===== config.mk =====
export PLATFORM = sky130hd
export DESIGN_NAME = ledsb_top
export DESIGN_NICKNAME = d
export VERILOG_FILES = /design/src/include/ledsb_pkg.sv /design/src/include/ledsb_pwm_if.sv /design/src/ledsb_top.sv /design/src/ledsb_pwm.sv
export VERILOG_INCLUDE_DIRS = /design/src /design/src/include
export SDC_FILE = /design/constraint.sdc
export NUM_CORES = 1
export LEC_CHECK = 0
export BUFFER_PORTS_ARGS = -buffer_cell sky130_fd_sc_hd__buf_2
export CAP_MARGIN = 25
export CORE_MARGIN = 2
export CORE_UTILIZATION = 45
export CTS_BUF_LIST = sky130_fd_sc_hd__clkbuf_8
export DETAILED_ROUTE_END_ITERATION = 12
export HOLD_SLACK_MARGIN = 0.06
export PLACE_DENSITY = 0.65
export SLEW_MARGIN = 0
export SYNTH_ARGS = -nofsm -noshare
export SYNTH_HDL_FRONTEND = slang
export SYNTH_HIERARCHICAL = 1
export SYNTH_SLANG_ARGS = --single-unit

===== constraint.sdc =====
create_clock -name SYS_CLK_I -period 1.65 [get_ports SYS_CLK_I]
set_input_delay 0.33 -clock SYS_CLK_I [delete_from_list [all_inputs] [get_ports SYS_CLK_I]]
set_output_delay 0.33 -clock SYS_CLK_I [all_outputs]
set_load 0.02 [all_outputs]

===== src/include/ledsb_defs.svh =====
// Constants for the LED serial brightness controller
`ifndef LEDSB_DEFS_SVH
`define LEDSB_DEFS_SVH
`define LEDSB_IDX_GEN      8'h10
`define LEDSB_IDX_DISP     8'ha0
`define LEDSB_IDX_KEYPAD   8'hb0
`define LEDSB_RST_VAL      8'h00
`define LEDSB_KP_RST       2'h0
`define LEDSB_EN_MAIN      0
`define LEDSB_EN_SUB       1
`define LEDSB_EN_KEY       2
`define LEDSB_MAIN_LSB     0
`define LEDSB_SUB_LSB      4
`define LEDSB_LVL_W        4
`define LEDSB_KP_W         2
`define LEDSB_BYTE_BITS    4'h8
`define LEDSB_LAST_BYTE    2'h2
`define LEDSB_PWM_STEPS    16
`define LEDSB_CLK_HZ       100000000
`define LEDSB_PWM_HZ       10000
`define LEDSB_PCT_100      7'h64
`define LEDSB_PCT_70       7'h46
`define LEDSB_PCT_40       7'h28
`define LEDSB_PCT_20       7'h14
// Arbitrary target address, not taken from any part
`define LEDSB_DEV_ADDR     7'h2a
`endif


===== src/include/ledsb_pkg.sv =====
// Types for the LED serial brightness controller
`default_nettype none
package ledsb_pkg;
	typedef logic [6:0] ledsb_pct_t;
	typedef enum logic [1:0] {
		LEDSB_IDLE = 2'h0,
		LEDSB_RX   = 2'h1,
		LEDSB_ACK  = 2'h2,
		LEDSB_IGN  = 2'h3
	} ledsb_st_t;
	typedef struct packed {
		ledsb_st_t  st;
		logic       scl;
		logic       sda;
		logic [3:0] bits;
		logic [7:0] shf;
		logic [1:0] nbyte;
		logic [7:0] idx;
		logic [7:0] dat;
		logic       oe;
		logic [7:0] gen;
		logic [7:0] disp;
		logic [1:0] kp;
		ledsb_pct_t kpct;
	} ledsb_ctl_t;
endpackage : ledsb_pkg
`default_nettype wire


===== src/include/ledsb_pwm_if.sv =====
// Enables, levels and sink drives between controller and PWM
`timescale 1ns/1ps
`default_nettype none
interface ledsb_pwm_if;
	logic [1:0]      en;
	logic [1:0][3:0] level;
	logic [1:0]      sink;
	modport ctrl (output en, output level, input sink);
	modport pwm  (input en, input level, output sink);
endinterface : ledsb_pwm_if
`default_nettype wire


===== src/ledsb_top.sv =====
// Two-wire write target and register bank for the LED driver
// Function
// Bytes are eight bits, MSB first, each followed by one acknowledge slot.
// Device pulls data low through the ninth clock after each byte.
// Master clocks the acknowledge slot and releases data high.
// First byte after start is seven-bit address plus write/read bit.
// Write: second byte picks register index, third byte is its value.
// Three registers at 10h, A0h, B0h, all cleared at reset.
// Enable bits 0, 1, 2 switch main, sub and keypad sinks.
// Low nibble sets main bank level, high nibble sub bank level.
// Display banks have sixteen PWM duty steps, 1/16 to full.
// PWM frequency is fixed by build option, not by registers.
// Keypad code picks 100, 70, 40 or 20 percent; 11 is full.
// Keypad register bits 7 to 2 are ignored.
// Keypad dims by analog level, with no PWM generator.
// Start is data falling with clock high; stop is data rising.
// Data changes only while clock is low, except start and stop.
// Keypad codes 10, 01, 00 give 70, 40, 20 percent.
// Master writes zeros to unused enable register bits.
// Register writes take effect only after the data byte is acked.
`timescale 1ns/1ps
`default_nettype none
`include "ledsb_defs.svh"
module ledsb_top #(
	parameter int PWM_PERIOD_CYC = `LEDSB_CLK_HZ / `LEDSB_PWM_HZ
) (
	input  wire logic                 SYS_CLK_I,
	input  wire logic                 RST_I,
	input  wire logic                 CE_I,
	input  wire logic                 SCL_I,
	input  wire logic                 SDA_I,
	output logic                      SDA_O,
	output logic                      SDA_OE_O,
	output logic                      MAIN_BANK_SINKS_O,
	output logic                      SUB_BANK_SINKS_O,
	output logic                      KEYPAD_SINK_ON_O,
	output logic [1:0]                KEYPAD_LEVEL_O,
	output ledsb_pkg::ledsb_pct_t     KEYPAD_PCT_O,
	output logic [7:0]                GENERAL_ENABLE_O,
	output logic [7:0]                DISPLAY_BANK_BRIGHTNESS_O,
	output logic [7:0]                KEYPAD_BRIGHTNESS_O
);
	import ledsb_pkg::*;

	localparam int PWM_STEP_CYC = PWM_PERIOD_CYC / `LEDSB_PWM_STEPS;

	ledsb_ctl_t  s_q;
	ledsb_ctl_t  s_d;
	logic        scl_rise;
	logic        scl_fall;
	logic        start_w;
	logic        stop_w;
	logic        commit_w;
	ledsb_pwm_if pif ();

	// Pins are synchronous; edges come from the previous sample
	assign scl_rise = !s_q.scl && SCL_I;
	assign scl_fall = s_q.scl && !SCL_I;
	assign start_w  = s_q.scl && SCL_I && s_q.sda && !SDA_I;
	assign stop_w   = s_q.scl && SCL_I && !s_q.sda && SDA_I;
	assign commit_w = (s_q.st == LEDSB_ACK) && scl_fall && (s_q.nbyte == `LEDSB_LAST_BYTE);

	always_comb begin
		s_d     = s_q;
		s_d.scl = SCL_I;
		s_d.sda = SDA_I;
		case (s_q.st)
			LEDSB_RX: begin
				if (scl_rise) begin
					s_d.shf  = {s_q.shf[6:0], SDA_I};
					s_d.bits = s_q.bits + 4'h1;
				end
				if (scl_fall && s_q.bits == `LEDSB_BYTE_BITS) begin
					s_d.bits = 4'h0;
					case (s_q.nbyte)
						2'h0: begin
							if (s_q.shf[7:1] == `LEDSB_DEV_ADDR && !s_q.shf[0]) begin
								s_d.st = LEDSB_ACK;
								s_d.oe = 1'b1;
							end else begin
								// Reads are not served: leave the bus alone
								s_d.st = LEDSB_IGN;
							end
						end
						2'h1: begin
							s_d.idx = s_q.shf;
							s_d.st  = LEDSB_ACK;
							s_d.oe  = 1'b1;
						end
						default: begin
							s_d.dat = s_q.shf;
							s_d.st  = LEDSB_ACK;
							s_d.oe  = 1'b1;
						end
					endcase
				end
			end
			LEDSB_ACK: begin
				// Held low until the master ends the ninth pulse
				if (scl_fall) begin
					s_d.oe = 1'b0;
					s_d.st = LEDSB_RX;
					if (s_q.nbyte != `LEDSB_LAST_BYTE) begin
						s_d.nbyte = s_q.nbyte + 2'h1;
					end
				end
			end
			LEDSB_IDLE, LEDSB_IGN: begin
				s_d.oe = 1'b0;
			end
			default: begin
				s_d.st = LEDSB_IDLE;
				s_d.oe = 1'b0;
			end
		endcase
		// Extra data bytes rewrite the same register
		if (commit_w) begin
			case (s_q.idx)
				`LEDSB_IDX_GEN:    s_d.gen  = s_q.dat;
				`LEDSB_IDX_DISP:   s_d.disp = s_q.dat;
				`LEDSB_IDX_KEYPAD: s_d.kp   = s_q.dat[`LEDSB_KP_W-1:0];
				default:           s_d.kp   = s_q.kp;
			endcase
		end
		// Repeated start behaves as a first start
		if (start_w) begin
			s_d.st    = LEDSB_RX;
			s_d.bits  = 4'h0;
			s_d.nbyte = 2'h0;
			s_d.oe    = 1'b0;
		end else if (stop_w) begin
			s_d.st = LEDSB_IDLE;
			s_d.oe = 1'b0;
		end
		// Analog current scale only, so no duty generator here
		case (s_q.kp)
			2'h3:    s_d.kpct = `LEDSB_PCT_100;
			2'h2:    s_d.kpct = `LEDSB_PCT_70;
			2'h1:    s_d.kpct = `LEDSB_PCT_40;
			default: s_d.kpct = `LEDSB_PCT_20;
		endcase
	end

	always_ff @(posedge SYS_CLK_I or posedge RST_I) begin
		if (RST_I) begin
			s_q <= '0;
		end else if (CE_I) begin
			s_q <= s_d;
		end
	end

	assign pif.en[0]    = s_q.gen[`LEDSB_EN_MAIN];
	assign pif.en[1]    = s_q.gen[`LEDSB_EN_SUB];
	assign pif.level[0] = s_q.disp[`LEDSB_MAIN_LSB +: `LEDSB_LVL_W];
	assign pif.level[1] = s_q.disp[`LEDSB_SUB_LSB +: `LEDSB_LVL_W];

	ledsb_pwm #(
		.CNT_W    (16),
		.STEP_CYC (PWM_STEP_CYC)
	) u_pwm (
		.SYS_CLK_I (SYS_CLK_I),
		.RST_I     (RST_I),
		.CE_I      (CE_I),
		.pif       (pif)
	);

	assign SDA_O                     = 1'b0;
	assign SDA_OE_O                  = s_q.oe;
	assign MAIN_BANK_SINKS_O         = pif.sink[0];
	assign SUB_BANK_SINKS_O          = pif.sink[1];
	assign KEYPAD_SINK_ON_O          = s_q.gen[`LEDSB_EN_KEY];
	assign KEYPAD_LEVEL_O            = s_q.kp;
	assign KEYPAD_PCT_O              = s_q.kpct;
	assign GENERAL_ENABLE_O          = s_q.gen;
	assign DISPLAY_BANK_BRIGHTNESS_O = s_q.disp;
	assign KEYPAD_BRIGHTNESS_O       = {6'h00, s_q.kp};

	a_ack_after_byte: assert property (@(posedge SYS_CLK_I) disable iff (RST_I)
		(CE_I && s_q.st == LEDSB_RX && scl_fall && s_q.bits == `LEDSB_BYTE_BITS
			&& s_q.nbyte != 2'h0 && !start_w && !stop_w) |=> SDA_OE_O)
		else $error("No acknowledge after data byte");
	a_drive_only_ack: assert property (@(posedge SYS_CLK_I) disable iff (RST_I)
		SDA_OE_O |-> (s_q.st == LEDSB_ACK))
		else $error("Data line driven outside acknowledge slot");
	a_addr_mismatch: assert property (@(posedge SYS_CLK_I) disable iff (RST_I)
		(CE_I && s_q.st == LEDSB_RX && scl_fall && s_q.bits == `LEDSB_BYTE_BITS
			&& s_q.nbyte == 2'h0 && !start_w && !stop_w
			&& (s_q.shf[7:1] != `LEDSB_DEV_ADDR || s_q.shf[0]))
		|=> (!SDA_OE_O && s_q.st == LEDSB_IGN))
		else $error("Foreign address or read acknowledged");
	a_gen_commit: assert property (@(posedge SYS_CLK_I) disable iff (RST_I)
		(CE_I && commit_w && s_q.idx == `LEDSB_IDX_GEN)
		|=> (GENERAL_ENABLE_O == $past(s_q.dat)))
		else $error("Enable register not written on acknowledge");
	a_reg_hold: assert property (@(posedge SYS_CLK_I) disable iff (RST_I)
		!(CE_I && commit_w) |=> ($stable(GENERAL_ENABLE_O)
			&& $stable(DISPLAY_BANK_BRIGHTNESS_O) && $stable(KEYPAD_BRIGHTNESS_O)))
		else $error("Register changed without completed write");
	a_kp_upper_zero: assert property (@(posedge SYS_CLK_I) disable iff (RST_I)
		KEYPAD_BRIGHTNESS_O[7:2] == 6'h00)
		else $error("Keypad unused bits not zero");
	a_kp_full_map: assert property (@(posedge SYS_CLK_I) disable iff (RST_I)
		(CE_I && s_q.kp == 2'h3) |=> (KEYPAD_PCT_O == `LEDSB_PCT_100))
		else $error("Keypad code 11 not full scale");
	a_kp_low_map: assert property (@(posedge SYS_CLK_I) disable iff (RST_I)
		(CE_I && s_q.kp == 2'h0) |=> (KEYPAD_PCT_O == `LEDSB_PCT_20))
		else $error("Keypad code 00 not twenty percent");
	a_stop_to_idle: assert property (@(posedge SYS_CLK_I) disable iff (RST_I)
		(CE_I && stop_w && !start_w) |=> (s_q.st == LEDSB_IDLE && !SDA_OE_O))
		else $error("Stop did not return to idle");
	a_drive_clk_low: assert property (@(posedge SYS_CLK_I) disable iff (RST_I)
		$rose(SDA_OE_O) |-> !$past(SCL_I))
		else $error("Data line pulled while clock high");
	a_kp_mid_map: assert property (@(posedge SYS_CLK_I) disable iff (RST_I)
		(CE_I && s_q.kp == 2'h2) |=> (KEYPAD_PCT_O == `LEDSB_PCT_70))
		else $error("Keypad code 10 not seventy percent");
	a_disp_commit: assert property (@(posedge SYS_CLK_I) disable iff (RST_I)
		(CE_I && commit_w && s_q.idx == `LEDSB_IDX_DISP)
		|=> (DISPLAY_BANK_BRIGHTNESS_O == $past(s_q.dat)))
		else $error("Brightness register not written on acknowledge");
	a_kp_commit: assert property (@(posedge SYS_CLK_I) disable iff (RST_I)
		(CE_I && commit_w && s_q.idx == `LEDSB_IDX_KEYPAD)
		|=> (KEYPAD_LEVEL_O == $past(s_q.dat[`LEDSB_KP_W-1:0])))
		else $error("Keypad level not written on acknowledge");
endmodule : ledsb_top
`default_nettype wire


===== src/ledsb_pwm.sv =====
// Sixteen-step PWM for the two display banks
`timescale 1ns/1ps
`default_nettype none
`include "ledsb_defs.svh"
module ledsb_pwm #(
	parameter int CNT_W    = 16,
	parameter int STEP_CYC = 625
) (
	input  wire logic SYS_CLK_I,
	input  wire logic RST_I,
	input  wire logic CE_I,
	ledsb_pwm_if.pwm  pif
);
	typedef struct packed {
		logic [CNT_W-1:0] cnt;
		logic [3:0]       phase;
		logic [1:0]       sink;
	} ledsb_pwm_st_t;

	ledsb_pwm_st_t s_q;
	ledsb_pwm_st_t s_d;
	logic [1:0]    on_w;

	// Level L is on for phases 0..L, giving (L+1)/16 duty
	for (genvar ch = 0; ch < 2; ch++) begin : g_ch
		assign on_w[ch] = pif.en[ch] && (s_q.phase <= pif.level[ch]);
	end

	always_comb begin
		s_d = s_q;
		if (s_q.cnt == CNT_W'(STEP_CYC - 1)) begin
			s_d.cnt   = '0;
			s_d.phase = s_q.phase + 4'h1;
		end else begin
			s_d.cnt = s_q.cnt + CNT_W'(1);
		end
		s_d.sink = on_w;
	end

	always_ff @(posedge SYS_CLK_I or posedge RST_I) begin
		if (RST_I) begin
			s_q <= '0;
		end else if (CE_I) begin
			s_q <= s_d;
		end
	end

	assign pif.sink = s_q.sink;

	a_bank_off_dark: assert property (@(posedge SYS_CLK_I) disable iff (RST_I)
		(CE_I && !pif.en[0]) |=> !pif.sink[0])
		else $error("Main bank driven while disabled");
	a_full_scale_on: assert property (@(posedge SYS_CLK_I) disable iff (RST_I)
		(CE_I && pif.en[1] && pif.level[1] == 4'hf) |=> pif.sink[1])
		else $error("Sub bank dark at full scale");
	a_lowest_duty: assert property (@(posedge SYS_CLK_I) disable iff (RST_I)
		(CE_I && pif.en[0] && pif.level[0] == 4'h0 && s_q.phase != 4'h0
			&& $stable(pif.level[0])) |=> !pif.sink[0])
		else $error("Lowest level on outside first phase");
endmodule : ledsb_pwm
`default_nettype wire


# Word-level counts from Yosys, hierarchy flattened
# Cells that the tools add are included.
# op_classes
bitwise_logic,1
n_addsub,4
mux,24
n_eq_ne,18
reduce_logical,39
n_lt_le_gt_ge,2
# ops
cell,count
two-way mux 12 bit,2
case mux 7 bit (3 select lines),1
AND reduction 4 bit,5
"adder 16 x 1 -> 16 bit, second input constant",1
"equality test 16 x 10 -> 1 bit, second input constant",1
"equality test 8 bit, second input constant",2
two-way mux 16 bit,1
two-way mux 2 bit,8
AND reduction 3 bit,5
logical AND 1 bit,13
"equality test 2 bit, second input constant",5
"adder 4 x 1 -> 4 bit, second input constant",2
"equality test 8 x 5 -> 1 bit, second input constant",1
<= comparator 4 bit,2
two-way mux 1 bit,8
two-way mux 4 bit,2
"!= test 4 bit, second input constant",2
nonzero test 2 bit,4
"equality test 7 x 6 -> 1 bit, second input constant",1
"equality test 2 x 1 -> 1 bit, second input constant",3
zero test 1 bit,5
"!= test 5 bit, second input constant",1
"equality test 4 bit, second input constant",1
zero test 2 bit,2
other kinds (9),10
# totals
output_inout_bits,38
input_bits,5
reg_bits,82
elab_cells,104

# Logic depth before layout (Yosys ltp)
# logic_depth
depth_word,8
mapped_depth,7

# Modules after synthesis
# The synthesis kept the hierarchy.
# by_module_without_submodules
module,area_per_inst_um2,cells_each,instances
ledsb_top,2956.6,230,1
ledsb_pwm,1315.0,124,1

# Worst setup path before layout
# OpenSTA, ideal clock, no wires.
# synth_path
path_kind,register -> register
start,register s_q[42] in the netlist's numbering
end,"register s_q, in the netlist DISPLAY_BANK_BRIGHTNESS_O[0]"
t_required_ns,1.525
arrival_time_ns,1.624
n_path_buf,1
setup_ns,0.125
path_stages_with_launch,8
path_slack_ns,-0.099
synth_period_minus_slack_ns,1.749
path_cell_list,dfrtp_1 > inv_1 > ha_1 > and3b_1 > and4_1 > and4b_1 > buf_6 > mux2_4
# synth_via
elab_chain_len,3
# synth_rtl
item,line_no,rtl
from (decl),ledsb_top.sv:47,ledsb_ctl_t s_q;
from (signal assigned),ledsb_top.sv:146,s_q <= '0;
from (signal assigned),ledsb_top.sv:148,s_q <= s_d;
equality test 2 bit (no source line),-,
logical AND 1 bit,ledsb_top.sv:61,assign commit_w = (s_q.st == LEDSB_ACK) && scl_fall && (s_q.nbyte == `LEDSB_LAST_BYTE);
AND reduction 3 bit (no source line),-,
# No other way between the ends.
# A chain may end at the register's enable or synchronous reset.

# Worst setup path after layout
# layout_path
start,register s_q[40] in the netlist's numbering
end,"register s_q, in the netlist DISPLAY_BANK_BRIGHTNESS_O[3]"
# layout_via
elab_chain_len,2
# layout_rtl
item,line_no,rtl
equality test 8 bit,ledsb_top.sv:118,case (s_q.idx)
AND reduction 3 bit (no source line),-,
# No other way between the ends.

==> summary.txt <==
Status
  – Status: finished with violations
  – Failing checks: setup timing

Routing
  – DRC violation count after routing: 0
  – DRC violation total after the first TritonRoute iteration: 63
  – Drt via density: 4.99
  – Vias: 2,694
  – Routed Antenna Nets: 0
  – Number of detailed-route iterations in the first pass: 4
  – Total length of routed wires: 7.71 mm
  – Average routed wire per standard cell: 14.3 µm

Worst setup path
  – Number of cells traversed by the worst register-to-register path: 5
  – End of the worst register-to-register path: DISPLAY_BANK_BRIGHTNESS_O[3]
  – Kind of critical path: reg -> reg
  – Critical path startpoint category: register
  – Launching point of the worst reg2reg path: s_q[40]
  – R2r setup slk: -90 ps
  – CP required: 1890 ps
  – Crit path capture: DISPLAY_BANK_BRIGHTNESS_O[3]
  – Maximum fanout count along the critical path: 8
  – Critical Path End Type: register
  – Start point of the critical path: s_q[40]
  – CP Data Arrival Time: 1980 ps

Layout
  – Fraction of final layout cells sized beyond drive strength 1: 42.6%
  – Signed area change from the synthesized netlist to the final layout: 15.9%
  – Net count of the finished layout: 429
  – Most frequent standard cell in the layout excluding fill and tap cells: dfrtp_1
  – Commonest non-fill, non-tap cells in the layout: dfrtp_1 (81), buf_4 (38), buf_2 (34)
  – Post-route design area: 0.00495 mm²
  – Final core occ: 53.6%
  – Diode insertion count for antenna repair: 0

Timing
  – Post-route worst hold slack: 361 ps
  – Fin. max-slew vios: 0
  – Crit path time final: 1740 ps
  – Highest Clock Rate: 573 MHz
  – Post-Route Skew: 7.58 ps
  – Final critical-path share of the clock period: 106%
  – Final Setup Violations: 24
  – Hold violation total from the final report: 0
  – Summed negative setup slack over all endpoints: -1660 ps
  – Unrepaired setup endpoints after global routing: yes
  – Final worst slack: -94.6 ps

Synthesis
  – Synth async-reset ratio: 100%
  – Largest family of logic cells by synthesized area: multiplexers
  – Count of synthesis-stage warnings from yosys: 6
  – Compound-gate portion of the synthesized area: 4.75%
  – Mapped cell area: 0.00427 mm²
  – Number of enable flip-flop cells after synthesis: 0
  – Register area share after synthesis: 47.5%
  – Post-synth cell types: 52
  – Area share of fa/ha/maj cells after synthesis: 5.27%
  – Commonest register cell after synthesis: dfrtp_1
  – #FFs+latches synth: 81
  – Gate count after technology mapping: 354
  – Post-synthesis simple-gate area fraction: 13.7%
  – Average size of a mapped cell: 12.1 µm²
  – Synth Area in XOR/XNOR: 3.49%
  – Multiplexer area fraction after synthesis: 15.6%

Pwr
  – Power after layout: 5070 µW
  – Peak ir drop on the vdd network: 808 µV
  – Leakage: 0.00247 µW
  – Total power divided by cell area: 1020 mW/mm²

Clock tree
  – Clock root buffer: clkbuf_8
  – Maximum count of clock buffers along a single path: 2
  – Skew-Pair Late Insertion Delay: 350 ps
  – Num CTS Buffers: 9
  – Clock tree from TritonCTS: built
  – Clock transition at the register clock pins on the worst setup and hold paths after CTS: 90 ps
  – Max H-tree Level: 3
  – CTS sink cnt: 81

Place
  – Half-perimeter wire length of the detailed placement result: 5.49 mm
  – Placed Area: 0.00457 mm²
  – RePlAce Congestion: 0.829
  – Number of buffers added on ports: 34

Floorplan
  – Starting density of the core: 46.2%
  – Core Region: 0.00924 mm²
  – Horiz. Die Dim: 101 µm
  – Die outline area: 0.0103 mm²
  – Number of standard-cell rows in the floorplan: 35
  – Die height: 101 µm
  – Number of top-level design ports: 43

Global route
  – Global-route wire length before repair: 13.0 mm
  – Largest net degree at the start of global routing: 34
  – Vias in the first global route: 2,691
  – Global-route total usage across every layer: 16.1%
  – Number of antenna violations at the first check in global routing: 0
  – Overflow left after global routing: 0

Hold path
  – Worst hold path class: in -> reg
  – Cell depth of the worst min-delay path: 3

Job
  – MaxCap Viol Count: 0
-- registers in the layout, indices dropped and copies added (netlist names) --
| register | flops |
|---|---|
| SDA_OE_O | 1 |
| GENERAL_ENABLE_O | 8 |
| s_q | 34 |
| KEYPAD_PCT_O | 6 |
| u_pwm/s_q | 20 |
| u_pwm/pif.sink | 2 |
| DISPLAY_BANK_BRIGHTNESS_O | 8 |
| KEYPAD_LEVEL_O | 2 |
-- report_power, final --
part / total [µW] / leakage [µW] / switching (µW) / internal [µW]
sequential: 2380 / 0.00108 / 191 / 2190
combinational: 1360 / 0.00131 / 610 / 749
clock: 1340 / 0.0000863 / 748 / 590
-- area by class of cell --
cell class	instances	area [µm²]
Fill cell	822	4290
Sequential cell	81	2030
Multi-Input combinational cell	211	1940
Timing Repair Buffer	78	539
Tap cell	129	161
Clock buffer	10	138
Inverter	25	97.6
Clock inverter	6	43.8
-- worst min path at each step --
stage | from | to | slack (ps)
5_1_grt | SDA_I | s_q[56] | 370
3_3_place_gp | RST_I | u_pwm/s_q[4] | 290
4_1_cts | SDA_I | s_q[44] | 350
6_report | SDA_I | s_q[56] | 360
2_1_floorplan | RST_I | u_pwm/pif.sink[0] | 320
3_5_place_dp | RST_I | u_pwm/s_q[4] | 300
-- worst max-delay path: stages (launching register included) --
cell,delay (ps)
dfrtp_1,400
nor4_2,280
and4_4,260
and4b_1,240
buf_12,150
mux2_4,300
-- cell usage after synthesis, drive strengths merged, types with 2 or more instances --
cell    count  area share [%]
a211o       2            0.41
a21o        2            0.35
a31oi       6            0.88
and3        7             1.1
and3b       3            0.62
and4        5             1.0
and4b       2            0.50
buf        43             7.4
dfrtp      81              47
ha         18             5.3
inv        25             2.2
mux2       50              15
mux2i       3            0.70
nand2       9            0.85
nand3      17             2.5
nand3b      4            0.70
nand4       8             1.3
nand4b      2            0.41
nor2       15             1.3
nor3        4            0.70
nor4        2            0.64
nor4b       2            0.70
o21ai      11             1.3
xnor2       6             1.2
xor2       11             2.3
-- metal layers --
metal  global-route usage [%]  routed length, µm  vias to the layer above
met5                        0                  0                        -
met2                     25.1               3630                       26
met1                     22.4               3790                     1356
li1                         -                  -                     1301
met3                     3.73                176                       11
met4                     4.89                106                        0
-- through the flow --
stage / setup slack [ps] / cells
3_3_place_gp: -114 / 511
3_5_place_dp: -153 / 511
4_1_cts: -97.0 / 536
2_1_floorplan: -95.1 / 361
5_1_grt: -170 / 540
6_report: -94.6 / 540
-- logic make-up after synthesis --
logic type,Yosys count
and+or+nand+nor,86
AOI/OAI and AO/OA,29
DFF,81
buffers and inverters,69
adders and majority gates,18
muxes,53
xor gates and xnor gates,17
other,1
-- timing repair --
action,CTS,global route
endpoints found under the setup margin,31,49
hold buffers,1,0
hold endpoints to repair,15,0
gates resized for setup,10,13
pin swaps,5,4
buffers inserted,8,4
(Power assumes the default switching activity.)
